<file path="config.mk">
export PLATFORM = sky130hd
export DESIGN_NAME = drw_data_rom_window
export DESIGN_NICKNAME = d
export VERILOG_FILES = /design/src/drw_pkg.sv /design/src/drw_data_rom_window.sv
export SDC_FILE = /design/constraint.sdc
export NUM_CORES = 1
export LEC_CHECK = 0
export BUFFER_PORTS_ARGS = -buffer_cell sky130_fd_sc_hd__buf_2
export CORE_AREA = 2 2 59 61
export CTS_CLUSTER_DIAMETER = 50
export DETAILED_ROUTE_END_ITERATION = 8
export DIE_AREA = 0 0 61 63
export PLACE_DENSITY = 0.71
export SLEW_MARGIN = 20
export SYNTH_ARGS = -nofsm -noshare
export SYNTH_HDL_FRONTEND = slang
export SYNTH_SLANG_ARGS = --single-unit
</file>
<file path="constraint.sdc">
create_clock -name clk -period 2.8 [get_ports clk]
set_input_delay 0.14 -clock clk [delete_from_list [all_inputs] [get_ports clk]]
set_output_delay 0.14 -clock clk [all_outputs]
set_load 0.005 [all_outputs]
</file>
<file path="src/drw_pkg.sv">
// constants for the data rom window block
package drw_pkg;
  localparam logic [7:0] DRW_WIN_BASE  = 8'h40;
  localparam logic [7:0] DRW_WIN_LAST  = 8'h7f;
  localparam logic [7:0] DRW_SEL_ADDR  = 8'hc9;
  localparam int         DRW_OFS_W     = 6;
  localparam int         DRW_BLK_W     = 6;
  localparam int         DRW_PADDR_W   = 12;
  localparam logic [7:0] DRW_SEL_READ  = 8'h00;
endpackage

</file>
<file path="src/drw_data_rom_window.sv">
// data rom window: maps data 40h-7Fh onto a selectable program block
`timescale 1ns/1ps
module drw_data_rom_window #(
  parameter int DATA_W = 8
) (
  // clock and reset
  input  wire logic              clk,
  input  wire logic              rst_n,
  // core data-space bus
  input  wire logic [7:0]        data_addr,
  input  wire logic [DATA_W-1:0] data_wdata,
  input  wire logic              data_wr,
  input  wire logic              data_rd,
  // answer to the core, two cycles after the read
  output logic [DATA_W-1:0]      win_rdata,
  output logic                   win_rvalid,
  // program memory read port, data is taken in the same cycle prog_rd is high
  output logic [11:0]            prog_addr,
  output logic                   prog_rd,
  input  wire logic [7:0]        prog_rdata
);
  // ----------------------------------------------------------------
  // elaboration checks
  // ----------------------------------------------------------------
  localparam int ADDR_SUM = drw_pkg::DRW_OFS_W + drw_pkg::DRW_BLK_W;
  localparam int WIN_SIZE =
    int'(drw_pkg::DRW_WIN_LAST) - int'(drw_pkg::DRW_WIN_BASE) + 1;

  // the answer path and the select are byte wide and nothing else
  if (DATA_W != 8) begin : g_bad_data_w
    $error("drw: data width must be 8");
  end
  // block and offset must fill the program address exactly
  if (ADDR_SUM != drw_pkg::DRW_PADDR_W) begin : g_bad_split
    $error("drw: block and offset widths do not fill the address");
  end
  // the program port is fixed, so the address width must match it
  if ($bits(prog_addr) != drw_pkg::DRW_PADDR_W) begin : g_bad_port
    $error("drw: program port width differs from address width");
  end
  // every window location must map to one offset inside a block
  if (WIN_SIZE != (1 << drw_pkg::DRW_OFS_W)) begin : g_bad_window
    $error("drw: window size differs from block size");
  end
  // the offset is a plain slice, so the window must start aligned
  if (int'(drw_pkg::DRW_WIN_BASE) % WIN_SIZE != 0) begin : g_bad_base
    $error("drw: window base is not aligned to a block");
  end

  // ----------------------------------------------------------------
  // state
  // ----------------------------------------------------------------
  // loaded only tells the checks that the select holds a real value;
  // the select itself is never cleared, so it is unknown until written
  typedef struct packed {
    logic [drw_pkg::DRW_BLK_W-1:0]   blk;
    logic [drw_pkg::DRW_PADDR_W-1:0] paddr;
    logic                            prd;
    logic                            rvalid;
    logic                            pend;
    logic                            sel_rd;
    logic [7:0]                      rdata;
    logic                            loaded;
  } drw_state_t;

  drw_state_t s_q, s_d;

  function automatic logic in_window(input logic [7:0] a);
    in_window = (a >= drw_pkg::DRW_WIN_BASE) && (a <= drw_pkg::DRW_WIN_LAST);
  endfunction

  // program address of a window location under a given block number
  function automatic logic [drw_pkg::DRW_PADDR_W-1:0] prog_address(
    input logic [drw_pkg::DRW_BLK_W-1:0] blk,
    input logic [7:0]                    a
  );
    prog_address = {blk, a[drw_pkg::DRW_OFS_W-1:0]};
  endfunction

  // ----------------------------------------------------------------
  // next state
  // ----------------------------------------------------------------
  always_comb begin
    s_d        = s_q;
    s_d.prd    = 1'b0;
    s_d.rvalid = 1'b0;
    s_d.pend   = 1'b0;
    s_d.sel_rd = 1'b0;
    if (data_wr && data_addr == drw_pkg::DRW_SEL_ADDR) begin
      // reserved bits 7:6 are dropped, only the block number is kept
      s_d.blk    = data_wdata[drw_pkg::DRW_BLK_W-1:0];
      s_d.loaded = 1'b1;
    end
    if (data_rd && in_window(data_addr)) begin
      // a select write in this same cycle is not seen yet: old block
      s_d.paddr = prog_address(s_q.blk, data_addr);
      s_d.prd   = 1'b1;
      s_d.pend  = 1'b1;
    end
    if (data_rd && data_addr == drw_pkg::DRW_SEL_ADDR) begin
      s_d.sel_rd = 1'b1;
    end
    if (s_q.pend) begin
      s_d.rdata  = prog_rdata;
      s_d.rvalid = 1'b1;
    end else if (s_q.sel_rd) begin
      s_d.rdata  = drw_pkg::DRW_SEL_READ;
      s_d.rvalid = 1'b1;
    end
    if (!rst_n) begin
      // the block select keeps its value across reset
      s_d.prd    = 1'b0;
      s_d.rvalid = 1'b0;
      s_d.pend   = 1'b0;
      s_d.sel_rd = 1'b0;
      s_d.rdata  = '0;
      s_d.paddr  = '0;
      s_d.loaded = 1'b0;
      // a select write during reset is refused, the old block stays
      s_d.blk    = s_q.blk;
    end
  end

  // ----------------------------------------------------------------
  // registers and outputs
  // ----------------------------------------------------------------

  always_ff @(posedge clk) begin
    s_q <= s_d;
  end

  assign prog_addr  = s_q.paddr;
  assign prog_rd    = s_q.prd;
  assign win_rdata  = s_q.rdata;
  assign win_rvalid = s_q.rvalid;
endmodule

</file>
==> qor.csv, run 1 <==
stage;metric;value;unit
run_status;status;completed;
critical_path;cp_slowest_cell;dfxtp_1;
cts;post_cts_resize_count;0;
placement;place_congestion;0.6765;
timing;setup_viol_count_final;0;
synth;synth_commonest_cells;nand2_1, dfxtp_1, buf_4;
timing;hold_viol;0;
final_layout;fin_util;46.03;%
timing;tightestPinTransition;711.9;ps
synth;syn_area_per_cell;10.09;um2
floorplanning;start_util;39.33;%
global_route;grt_pass1_wl;3450;um
worst_hold_path;worstHoldPathType;input port to register;
critical_path;critical_path_class;register to primary output;
route;finalWirelength;2151;um
timing;fin_crit;1253;ps
final_layout;fillCellCount;329;
floorplanning;ioPinCount;50;
timing;max_slew_margin;52.54;%
route;dr.first_iter.drc_count;13;
timing;finalCritPeriodShare;44.75;%
route;wire_per_inst;10.39;um
synth;synth_mux_area_share;9.449;%
synth;synth_area;0.001271;mm2
synth;seq_area_frac_synth;50.39;%
final_layout;drive_gt1_share;38.51;%
timing;rsz0062_at_grt;no;
synth;ys.warnings.count;0;
global_route;grt_usage;12.61;%
synth;synth_top_family_by_area;simple AND/OR/NAND/NOR gates;
floorplanning;die-area;0.003843;mm2
critical_path;cp.arrival;1110;ps
power_and_ir_drop;irDropWorstVdd;0.3314;mV
cts;cts.sinks;29;
route;route.detailed.drc;0;
cts;cts_buffers;5;
synth;synth-async-reset-ratio;0;%
floorplanning;die_h;63;um
placement;port-buffer-count;47;
critical_path;critPathBufInv;1;
synth;synth_area_leader_cell;dfxtp_1;
critical_path;cpPeakStageDelay;610;ps
critical_path;cp-start-kind;register;
power_and_ir_drop;finalPower;0.0007294;W
timing;fin_setup_tns;0;ps
cts;clk_path_buf_depth;2;
critical_path;cp_max_fo;18;
critical_path;crit_chain;buf_2;
critical_path;crit_required;2660;ps
timing;fmax;798.2;MHz
final_layout;area_growth;17.03;%
synth;synth_edf_count;6;
cts;htreeDepth;2;
global_route;overflow;0;
power_and_ir_drop;p_per_area;490.3;mW/mm2
floorplanning;core;0.003232;mm2
timing;finClkSkew;8.177;ps
synth;synth_xor_area_share;0;%
synth;synth_adder_area_share;0;%
power_and_ir_drop;leakage;0.6567;nW
final_layout;n_antenna_cell;0;
route;first_pass_iters;2;
critical_path;cpLargestDelayFamily;flip-flops;
route;vias;889;
timing;slew_violations;0;
synth;syn_nets;154;
synth;synth_compound_area_share;5.315;%
cts;postCtsSetupBuffers;0;
cts;clockRootBuffer;clkbuf_4;
synth;synth_top_area_share;36.22;%
cts;cts_tree;yes;
synth;synth_cell_types;19;
route;vias_per_cell;4.295;
synth;ys_ff_latch;29;
floorplanning;fp.dieW;61;um
synth;synth-simple-area-share;19.00;%
synth;netlist_top_cells_area;dfxtp_1, edfxtp_1, buf_4;
floorplanning;core.rowCount;21;
timing;whs;53.02;ps
critical_path;setup.worst_path.end_class;primary output;
cts;clkTransAtPathRegs;90;ps
final_layout;nets;188;
route;final_antenna_net_count;0;
global_route;antenna_found_initial;0;
synth;synth_cells;126;
synth;yosysMostFrequentCell;nand2_1;
placement;dp_hpwl;1476;um
run;drv_cap;0;
global_route;grt_pass1_vias;821;
synth;ys.flop_type;dfxtp_1;
cts;insertion_delay;320;ps
global_route;grt_start_max_net_pins;36;
==> layout by cell type, fill, tap and decap left out, types with 2 or more instances in the layout <==
cell type and count:
dfxtp_1 23, a21boi_0 7, clkbuf_4 5, buf_2 47
dlygate4sd3_1 6, clkinv_1 2, or3b_2 8, mux2i_1 12
nor4_1 2, nand2_1 32, edfxtp_1 6, inv_1 2
==> what timing repair did <==
item	4_1_cts	5_1_grt
endpoints found under the hold margin	6	0
setup endpoints to repair	0	0
hold buffers	6	0
==> sequential cells by signal, indices dropped and copies added, names as in the netlist <==
signal and cells:
prog_addr 12, win_rdata 8, s_q 8, win_rvalid 1
==> metrics by stage <==
| step | cell area [um2] | setup slack [ps] | instances |
|---|---|---|---|
| 3_5_place_dp | 1378 | 1280 | 193 |
| 4_1_cts | 1488 | 1499 | 207 |
| 6_report | 1488 | 1547 | 207 |
| 3_3_place_gp | 1378 | 1288 | 193 |
| 5_1_grt | 1488 | 1420 | 207 |
| 2_1_floorplan | 1271 | 1159 | 126 |
==> kinds of logic after synthesis <==
kind of cell | count (synthesis)
simple gates | 47
mux | 12
buf+inv | 29
compound gates | 9
flops | 29
==> cell type report <==
class	instances	area (um2)	share of cell area, %
clock buffers	5	37.54	2.523
repair buffers	54	302.8	20.35
well taps	46	57.56	3.869
multi-input cells	68	429.2	28.85
clock inverters	3	12.51	0.8410
flip-flops and latches	29	640.6	43.06
inverters	2	7.507	0.5046
==> routing by layer <==
metal  vias to the layer above  wire (um)  track usage, %
met5                         -          0               0
met2                        37       1033           21.64
li1                        462          -               -
met3                         6        161           5.590
met4                         0         38           5.707
met1                       384        917           12.61
==> power breakdown <==
group          switching [W]  leakage [nW]  internal [W]
logic              0.0000265         0.386     0.0000358
clock network       0.000137        0.0300     0.0000905
registers         0.00000492         0.240      0.000434
total               0.000169         0.657      0.000561
==> path summary, 6_finish.rpt <==
path | start | endpoint | slack [ps] | cells past startpoint
setup / recovery | s_q[10] | prog_rd | 1550 | 1
hold / removal | data_rd | s_q[9] | 50 | 3
setup reg to reg | s_q[10] | win_rdata[4] | 1580 | 2
hold reg to reg | prog_addr[11] | prog_addr[11] | 460 | 2
Note: power is estimated with default switching activity, not from simulation.
==> run 2, diff against run 1 <==
ABC_AREA = 1   (was not set)
PLACE_DENSITY = 0.73   (was 0.71)
clock period = 1 ns   (was 2.8 ns; I/O delays follow)
==> run 2 against run 1 <==
Die area did not move. Design area rose by 11%. Critical path depth did not move. Highest routed layer unchanged. Via count rose by 13%.
==> qor.csv, run 2 <==
stage;metric;value;unit;change
run_status;status;completed;;unchanged
final_layout;n_antenna_cell;0;;unchanged
synth;synth_area;0.001254;mm2;was 0.001271 mm2
global_route;grt_pass1_vias;904;;was 821
route;finalWirelength;2479;um;was 2151 um
placement;port-buffer-count;47;;unchanged
critical_path;cp.arrival;870;ps;was 1110 ps
synth;syn_area_per_cell;7.935;um2;was 10.09 um2
cts;htreeDepth;2;;unchanged
route;dr.first_iter.drc_count;42;;was 13
timing;finClkSkew;1.379;ps;was 8.177 ps
power_and_ir_drop;leakage;0.8423;nW;was 0.6567 nW
critical_path;r2r_setup_slack;120;ps;was 1580 ps
final_layout;multi_input_area;375.4;um2;was 429.2 um2
cts;clk_path_buf_depth;2;;unchanged
synth;synth_top_area_share;36.73;%;was 36.22%
global_route;grt_start_max_net_pins;26;;was 36
final_layout;largest_reg_flops;12;;unchanged
worst_hold_path;worstHoldPathType;input port to register;;unchanged
run;drv_cap;0;;unchanged
synth;synth_cell_types;11;;was 19
placement;place_congestion;0.7018;;was 0.6765
global_route;antenna_found_initial;0;;unchanged
cts;cts_buffers;5;;unchanged
final_layout;nets;240;;was 188
synth;synth_commonest_cells;nand2_1, nor2_1, dfxtp_1;;was nand2_1, dfxtp_1, buf_4
timing;slew_violations;0;;unchanged
worst_hold_path;min_from;data_addr[2];;was data_rd
timing;hold_viol;0;;unchanged
critical_path;cp_max_fo;10;;was 18
final_layout;drive_gt1_share;28.64;%;was 38.51%
placement;dpl.cell_count;229;;was 193
route;vias;1009;;was 889
synth;ys.flop_type;dfxtp_1;;unchanged
placement;dp_hpwl;1487;um;was 1476 um
route;final_antenna_net_count;0;;unchanged
floorplanning;fp.dieW;61;um;unchanged
cts;clockRootBuffer;clkbuf_4;;unchanged
route;wire_per_inst;9.571;um;was 10.39 um
final_layout;regArea;644.4;um2;was 640.6 um2
synth;netlist_top_cells_area;dfxtp_1, edfxtp_1, nand2_1;;was dfxtp_1, edfxtp_1, buf_4
synth;ys_ff_latch;29;;unchanged
floorplanning;start_util;38.79;%;was 39.33%
final_layout;final_cell_mix;nand2_1, buf_2, nor2_1;;was buf_2, nand2_1, dfxtp_1
critical_path;r2r-end;win_rdata[1];;was win_rdata[4]
cts;cts_tree;yes;;unchanged
synth;synth_cells;158;;was 126
global_route;overflow;0;;unchanged
floorplanning;ioPinCount;50;;unchanged
cts;clkTransAtPathRegs;90;ps;about the same
synth;seq_area_frac_synth;51.10;%;was 50.39%
critical_path;cp-start-kind;register;;unchanged
final_layout;final_cells;259;;was 207
timing;finalCritPeriodShare;92.43;%;
global_route;grt_pass1_wl;3753;um;was 3450 um
cts;cts.sinks;29;;unchanged
placement;place_ws;23.52;ps;was 1280 ps
cts;insertion_delay;310;ps;was 320 ps
synth;synth_edf_count;6;;unchanged
synth;yosysMostFrequentCell;nand2_1;;unchanged
critical_path;crit_chain;buf_2;;unchanged
critical_path;critical_path_class;register to primary output;;unchanged
timing;fmax;1082;MHz;
route;first_pass_iters;4;;was 2
timing;tightestPinTransition;236.0;ps;was 711.9 ps
timing;setup_ws;75.71;ps;was 1547 ps
route;route.detailed.drc;0;;unchanged
global_route;grt_usage;13.29;%;was 12.61%
synth;ys.warnings.count;0;;unchanged
power_and_ir_drop;irDropWorstVdd;0.7634;mV;was 0.3314 mV
power_and_ir_drop;p_per_area;1300;mW/mm2;was 490.3 mW/mm2
timing;fin_setup_tns;0;ps;unchanged
floorplanning;core.rowCount;21;;unchanged
critical_path;critPathBufInv;1;;unchanged
floorplanning;die-area;0.003843;mm2;unchanged
route;vias_per_cell;3.896;;was 4.295
critical_path;cpPeakStageDelay;420;ps;was 610 ps
timing;max_slew_margin;84.23;%;was 52.54%
critical_path;cp_slowest_cell;dfxtp_4;;was dfxtp_1
critical_path;cpLargestDelayFamily;flip-flops;;unchanged
synth;syn_nets;186;;was 154
cts;postCtsSetupBuffers;0;;unchanged
critical_path;timing.rr.start;s_q[10];;unchanged
critical_path;crit_required;950;ps;was 2660 ps
floorplanning;die_h;63;um;unchanged
floorplanning;core;0.003232;mm2;unchanged
worst_hold_path;worstHoldPathCells;6;;was 3
timing;fin_crit;924.3;ps;
synth;synth-async-reset-ratio;0;%;unchanged
critical_path;setup.worst_path.end_class;primary output;;unchanged
timing;setup_viol_count_final;0;;unchanged
final_layout;fillCellCount;325;;was 329
critical_path;ff2ff_path_depth;3;;was 2
worst_hold_path;hold_path_end;s_q[9];;unchanged
timing;rsz0062_at_grt;no;;unchanged
synth;synth_area_leader_cell;dfxtp_1;;unchanged
final_layout;area_growth;32.14;%;was 17.03%
run 2: cell types whose count changed in the layout (fill, tap and decap cells not counted), sizes merged, moves of 2 or more:
cell         previous run  this run
a21boi                  8         0
a21oi                   0         8
dlygate4sd3             6        21
inv                     2        18
mux2i                  12         0
nand2                  32        47
nand3                   0         2
nor2                    0        31
nor4                    2         0
or3b                    9         0
run 2: final cells by class:
cell class	count	area share, %
Tap cell	46	3.474
Clock buffer	6	2.492
Clock inverter	2	0.6042
Multi-Input combinational cell	88	22.66
Timing Repair Buffer	70	27.79
Inverter	18	4.079
Sequential cell	29	38.90
run 2: cell families (layout without fill, tap and decap cells):
logic type | after synthesis | after routing | share of synthesized area [%]
buf+inv | 42 | 96 | 20.36
flops | 29 | 29 | 51.10
simple gates | 79 | 80 | 25.35
compound gates | 8 | 8 | 3.194
run 2: per-stage QoR:
stage	total power [W]	cell area, um2	utilization (%)	hold WS, ps
2_1_floorplan	0.001408	1254	-	148.9
3_3_place_gp	0.001461	1374	42.51	228.5
3_5_place_dp	0.001464	1374	42.51	228.1
4_1_cts	0.002181	1637	50.64	54.77
5_1_grt	0.002293	1657	51.26	59.85
6_report	0.002154	1657	51.26	75.15
run 2: power breakdown:
part / internal (W) / switching (W)
clock: 0.000267 / 0.000378
sequential: 0.00122 / 0.0000178
combinational: 0.000146 / 0.000121
run 2: worst max-delay path by stage:
stage | from | endpoint | slack (ps) | cells after the start
final | s_q[10] | prog_rd | 80 | 1
after floorplan | data_addr[1] | s_q[25] | 90 | 5
after detailed placement | s_q[10] | win_rdata[0] | 20 | 3
after global placement | data_addr[5] | s_q[30] | 30 | 7
after CTS | s_q[10] | prog_rd | 0.1 | 1
after global routing | s_q[10] | win_rdata[6] | 3 | 3
run 2: routing by layer:
layer	GRT usage [%]	up-vias	routed length, um
li1	-	561	-
met1	14.23	414	1143
met2	22.04	32	1169
met3	5.176	2	138
met4	6.522	0	27
met5	0	-	0
run 2: what timing repair did:
action / in CTS / in global routing
hold endpoints to repair: 21 / 0
setup endpoints to repair: 2 / 15
pin swaps: 0 / 2
hold buffers: 21 / 0
gates resized for setup: 1 / 2
gates cloned: 0 / 1
==> run 3, diff against run 2 <==
BUFFER_PORTS_ARGS = -buffer_cell sky130_fd_sc_hd__buf_4   (was -buffer_cell sky130_fd_sc_hd__buf_2)
==> run 3 against run 2 <==
Power grew 5.9%. Register-to-register slack barely moved. Die area unchanged. Worst setup slack worse by 6.5 ps. Hold slack got worse by 8.7 ps. Non-clock buffer count unchanged. Clock-buffer cell count rose by 2. Clock power rose by 13%. Sequential share of layout area down 2.7 points. First-iteration DRC count grew 50%. Combinational power is 16% higher. Global-route usage increased by 0.63 points. Critical path type unchanged. Critical endpoint unchanged. Highest routed layer unchanged.
==> qor.csv, run 3 (same netlist as run 2, synthesis figures left out) <==
stage;metric;value;unit;change
run_status;status;completed;;unchanged
power_and_ir_drop;leakage;0.8646;nW;was 0.8423 nW
critical_path;critical_path_class;register to primary output;;unchanged
final_layout;nets;240;;unchanged
route;vias_per_cell;4.019;;was 3.896
final_layout;final_cells;259;;unchanged
route;route.detailed.drc;0;;unchanged
critical_path;r2r_setup_slack;120;ps;about the same
power_and_ir_drop;irDropWorstVdd;0.8164;mV;was 0.7634 mV
critical_path;critPathBufInv;1;;unchanged
route;vias;1041;;was 1009
final_layout;final_common_cell;buf_4;;
cts;clkTransAtPathRegs;90;ps;about the same
cts;clockRootBuffer;clkbuf_4;;unchanged
worst_hold_path;hold_path_end;s_q[9];;unchanged
placement;post_dp_cell_area;0.001491;mm2;was 0.001374 mm2
global_route;grt_pass1_vias;932;;was 904
critical_path;cpPeakStageDelay;430;ps;was 420 ps
floorplanning;fp.dieW;61;um;unchanged
final_layout;n_antenna_cell;0;;unchanged
timing;fmax;1074;MHz;was 1082 MHz
final_layout;regArea;644.4;um2;unchanged
critical_path;timing.rr.start;s_q[10];;unchanged
timing;finalCritPeriodShare;93.08;%;was 92.43%
cts;cts_tree;yes;;unchanged
route;wire_per_inst;9.641;um;was 9.571 um
timing;fin_crit;930.8;ps;was 924.3 ps
placement;dp_hpwl;1515;um;was 1487 um
timing;fin_setup_tns;0;ps;unchanged
final_layout;area_growth;42.12;%;was 32.14%
cts;postCtsSetupBuffers;0;;unchanged
timing;finClkSkew;6.713;ps;was 1.379 ps
cts;insertion_delay;320;ps;was 310 ps
final_layout;final_cell_area;0.001782;mm2;was 0.001657 mm2
global_route;grt_start_max_net_pins;26;;unchanged
critical_path;setup.worst_path.end_class;primary output;;unchanged
route;dr.first_iter.drc_count;63;;was 42
placement;port-buffer-count;47;;unchanged
critical_path;cp_max_fo;10;;unchanged
timing;max_slew_margin;84.80;%;was 84.23%
run;drv_cap;0;;unchanged
final_layout;largest_reg_flops;12;;unchanged
timing;hold_viol;0;;unchanged
cts;clk_path_buf_depth;2;;unchanged
placement;dpl.cell_count;229;;unchanged
global_route;grt_pass1_wl;3912;um;was 3753 um
critical_path;cp_slowest_cell;dfxtp_4;;unchanged
floorplanning;core;0.003232;mm2;unchanged
final_layout;drive_gt1_share;28.17;%;was 28.64%
critical_path;r2r-end;win_rdata[5];;was win_rdata[1]
timing;slew_violations;0;;unchanged
final_layout;fillCellCount;312;;was 325
floorplanning;start_util;38.79;%;unchanged
floorplanning;ioPinCount;50;;unchanged
global_route;grt_usage;13.92;%;was 13.29%
floorplanning;die_h;63;um;unchanged
timing;tightestPinTransition;227.5;ps;was 236.0 ps
global_route;overflow;0;;unchanged
critical_path;cp-start-kind;register;;unchanged
final_layout;final_cell_mix;buf_4, nand2_1, nor2_1;;was nand2_1, buf_2, nor2_1
critical_path;ff2ff_path_depth;3;;unchanged
global_route;antenna_found_initial;0;;unchanged
floorplanning;die-area;0.003843;mm2;unchanged
critical_path;crit_required;950;ps;about the same
cts;cts.sinks;29;;unchanged
worst_hold_path;min_from;data_addr[2];;unchanged
power_and_ir_drop;finalPower;0.002281;W;was 0.002154 W
cts;cts_buffers;5;;unchanged
route;finalWirelength;2497;um;was 2479 um
timing;setup_viol_count_final;0;;unchanged
power_and_ir_drop;p_per_area;1280;mW/mm2;was 1300 mW/mm2
critical_path;cp.arrival;880;ps;was 870 ps
worst_hold_path;worstHoldPathCells;6;;unchanged
route;final_antenna_net_count;0;;unchanged
final_layout;multi_input_area;375.4;um2;unchanged
route;first_pass_iters;2;;was 4
placement;place_congestion;0.6782;;was 0.7018
critical_path;cpLargestDelayFamily;flip-flops;;unchanged
floorplanning;core.rowCount;21;;unchanged
timing;rsz0062_at_grt;no;;unchanged
cts;htreeDepth;2;;unchanged
worst_hold_path;worstHoldPathType;input port to register;;unchanged
critical_path;crit_chain;buf_4;;was buf_2
-- run 3: cell count changes in the layout (fill, tap and decap cells not counted), sizes merged --
cell and delta:
clkinv -2, clkbuf +2
-- run 3: layout make-up --
class                   instances  share of cell area [%]
flip-flops and latches         29                   36.17
well taps                      46                   3.230
multi-input cells              88                   21.07
clock buffers                   8                   3.301
repair buffers                 70                   32.44
inverters                      18                   3.792
-- run 3: repair_timing --
action                                 CTS  global route
hold buffers                            21             0
endpoints found under the hold margin   21             0
gates resized for setup                  2             1
pin swaps                                0             2
setup endpoints to repair                1            11
gates cloned                             0             1
-- run 3: worst reg2reg max path, delay by kind of cell (launching register included) --
| family | cells | cell delay, ps |
|---|---|---|
| compound gates | 1 | 130 |
| flops | 1 | 400 |
| simple gates | 2 | 290 |
-- run 3: worst max path at each step --
stage | startpoint | to | slack [ps] | depth (start not counted)
5_1_grt | s_q[10] | prog_rd | 10 | 1
2_1_floorplan | data_addr[1] | s_q[25] | 90 | 5
4_1_cts | data_rd | prog_addr[7] | 40 | 6
3_5_place_dp | data_addr[5] | s_q[28] | 20 | 7
3_3_place_gp | data_addr[5] | s_q[28] | 20 | 7
6_report | s_q[10] | prog_rd | 70 | 1
-- run 3: through the flow --
| step | worst slack, ps | utilization (%) | hold slack, ps |
|---|---|---|---|
| after global routing | 13.15 | 55.13 | 67.00 |
| after global placement | 22.11 | 46.15 | 229.5 |
| final | 69.21 | 55.13 | 66.43 |
| after detailed placement | 17.43 | 46.15 | 229.5 |
| after floorplan | 93.04 | - | 148.9 |
| after CTS | 44.25 | 54.59 | 54.87 |
-- run 3: routing by layer --
metal  track usage (%)  wire length [um]  share of wire, %
met5                 0                 0                 0
met1             14.01              1117                45
met3             6.832               142               5.7
met4             7.337                52               2.1
met2             22.85              1185                47
-- run 3: report_power, final --
part	total (W)	switching, W	leakage (nW)	internal, W
sequential	0.00124	0.0000195	0.242	0.00122
combinational	0.000311	0.000121	0.590	0.000190
clock	0.000728	0.000381	0.0326	0.000346
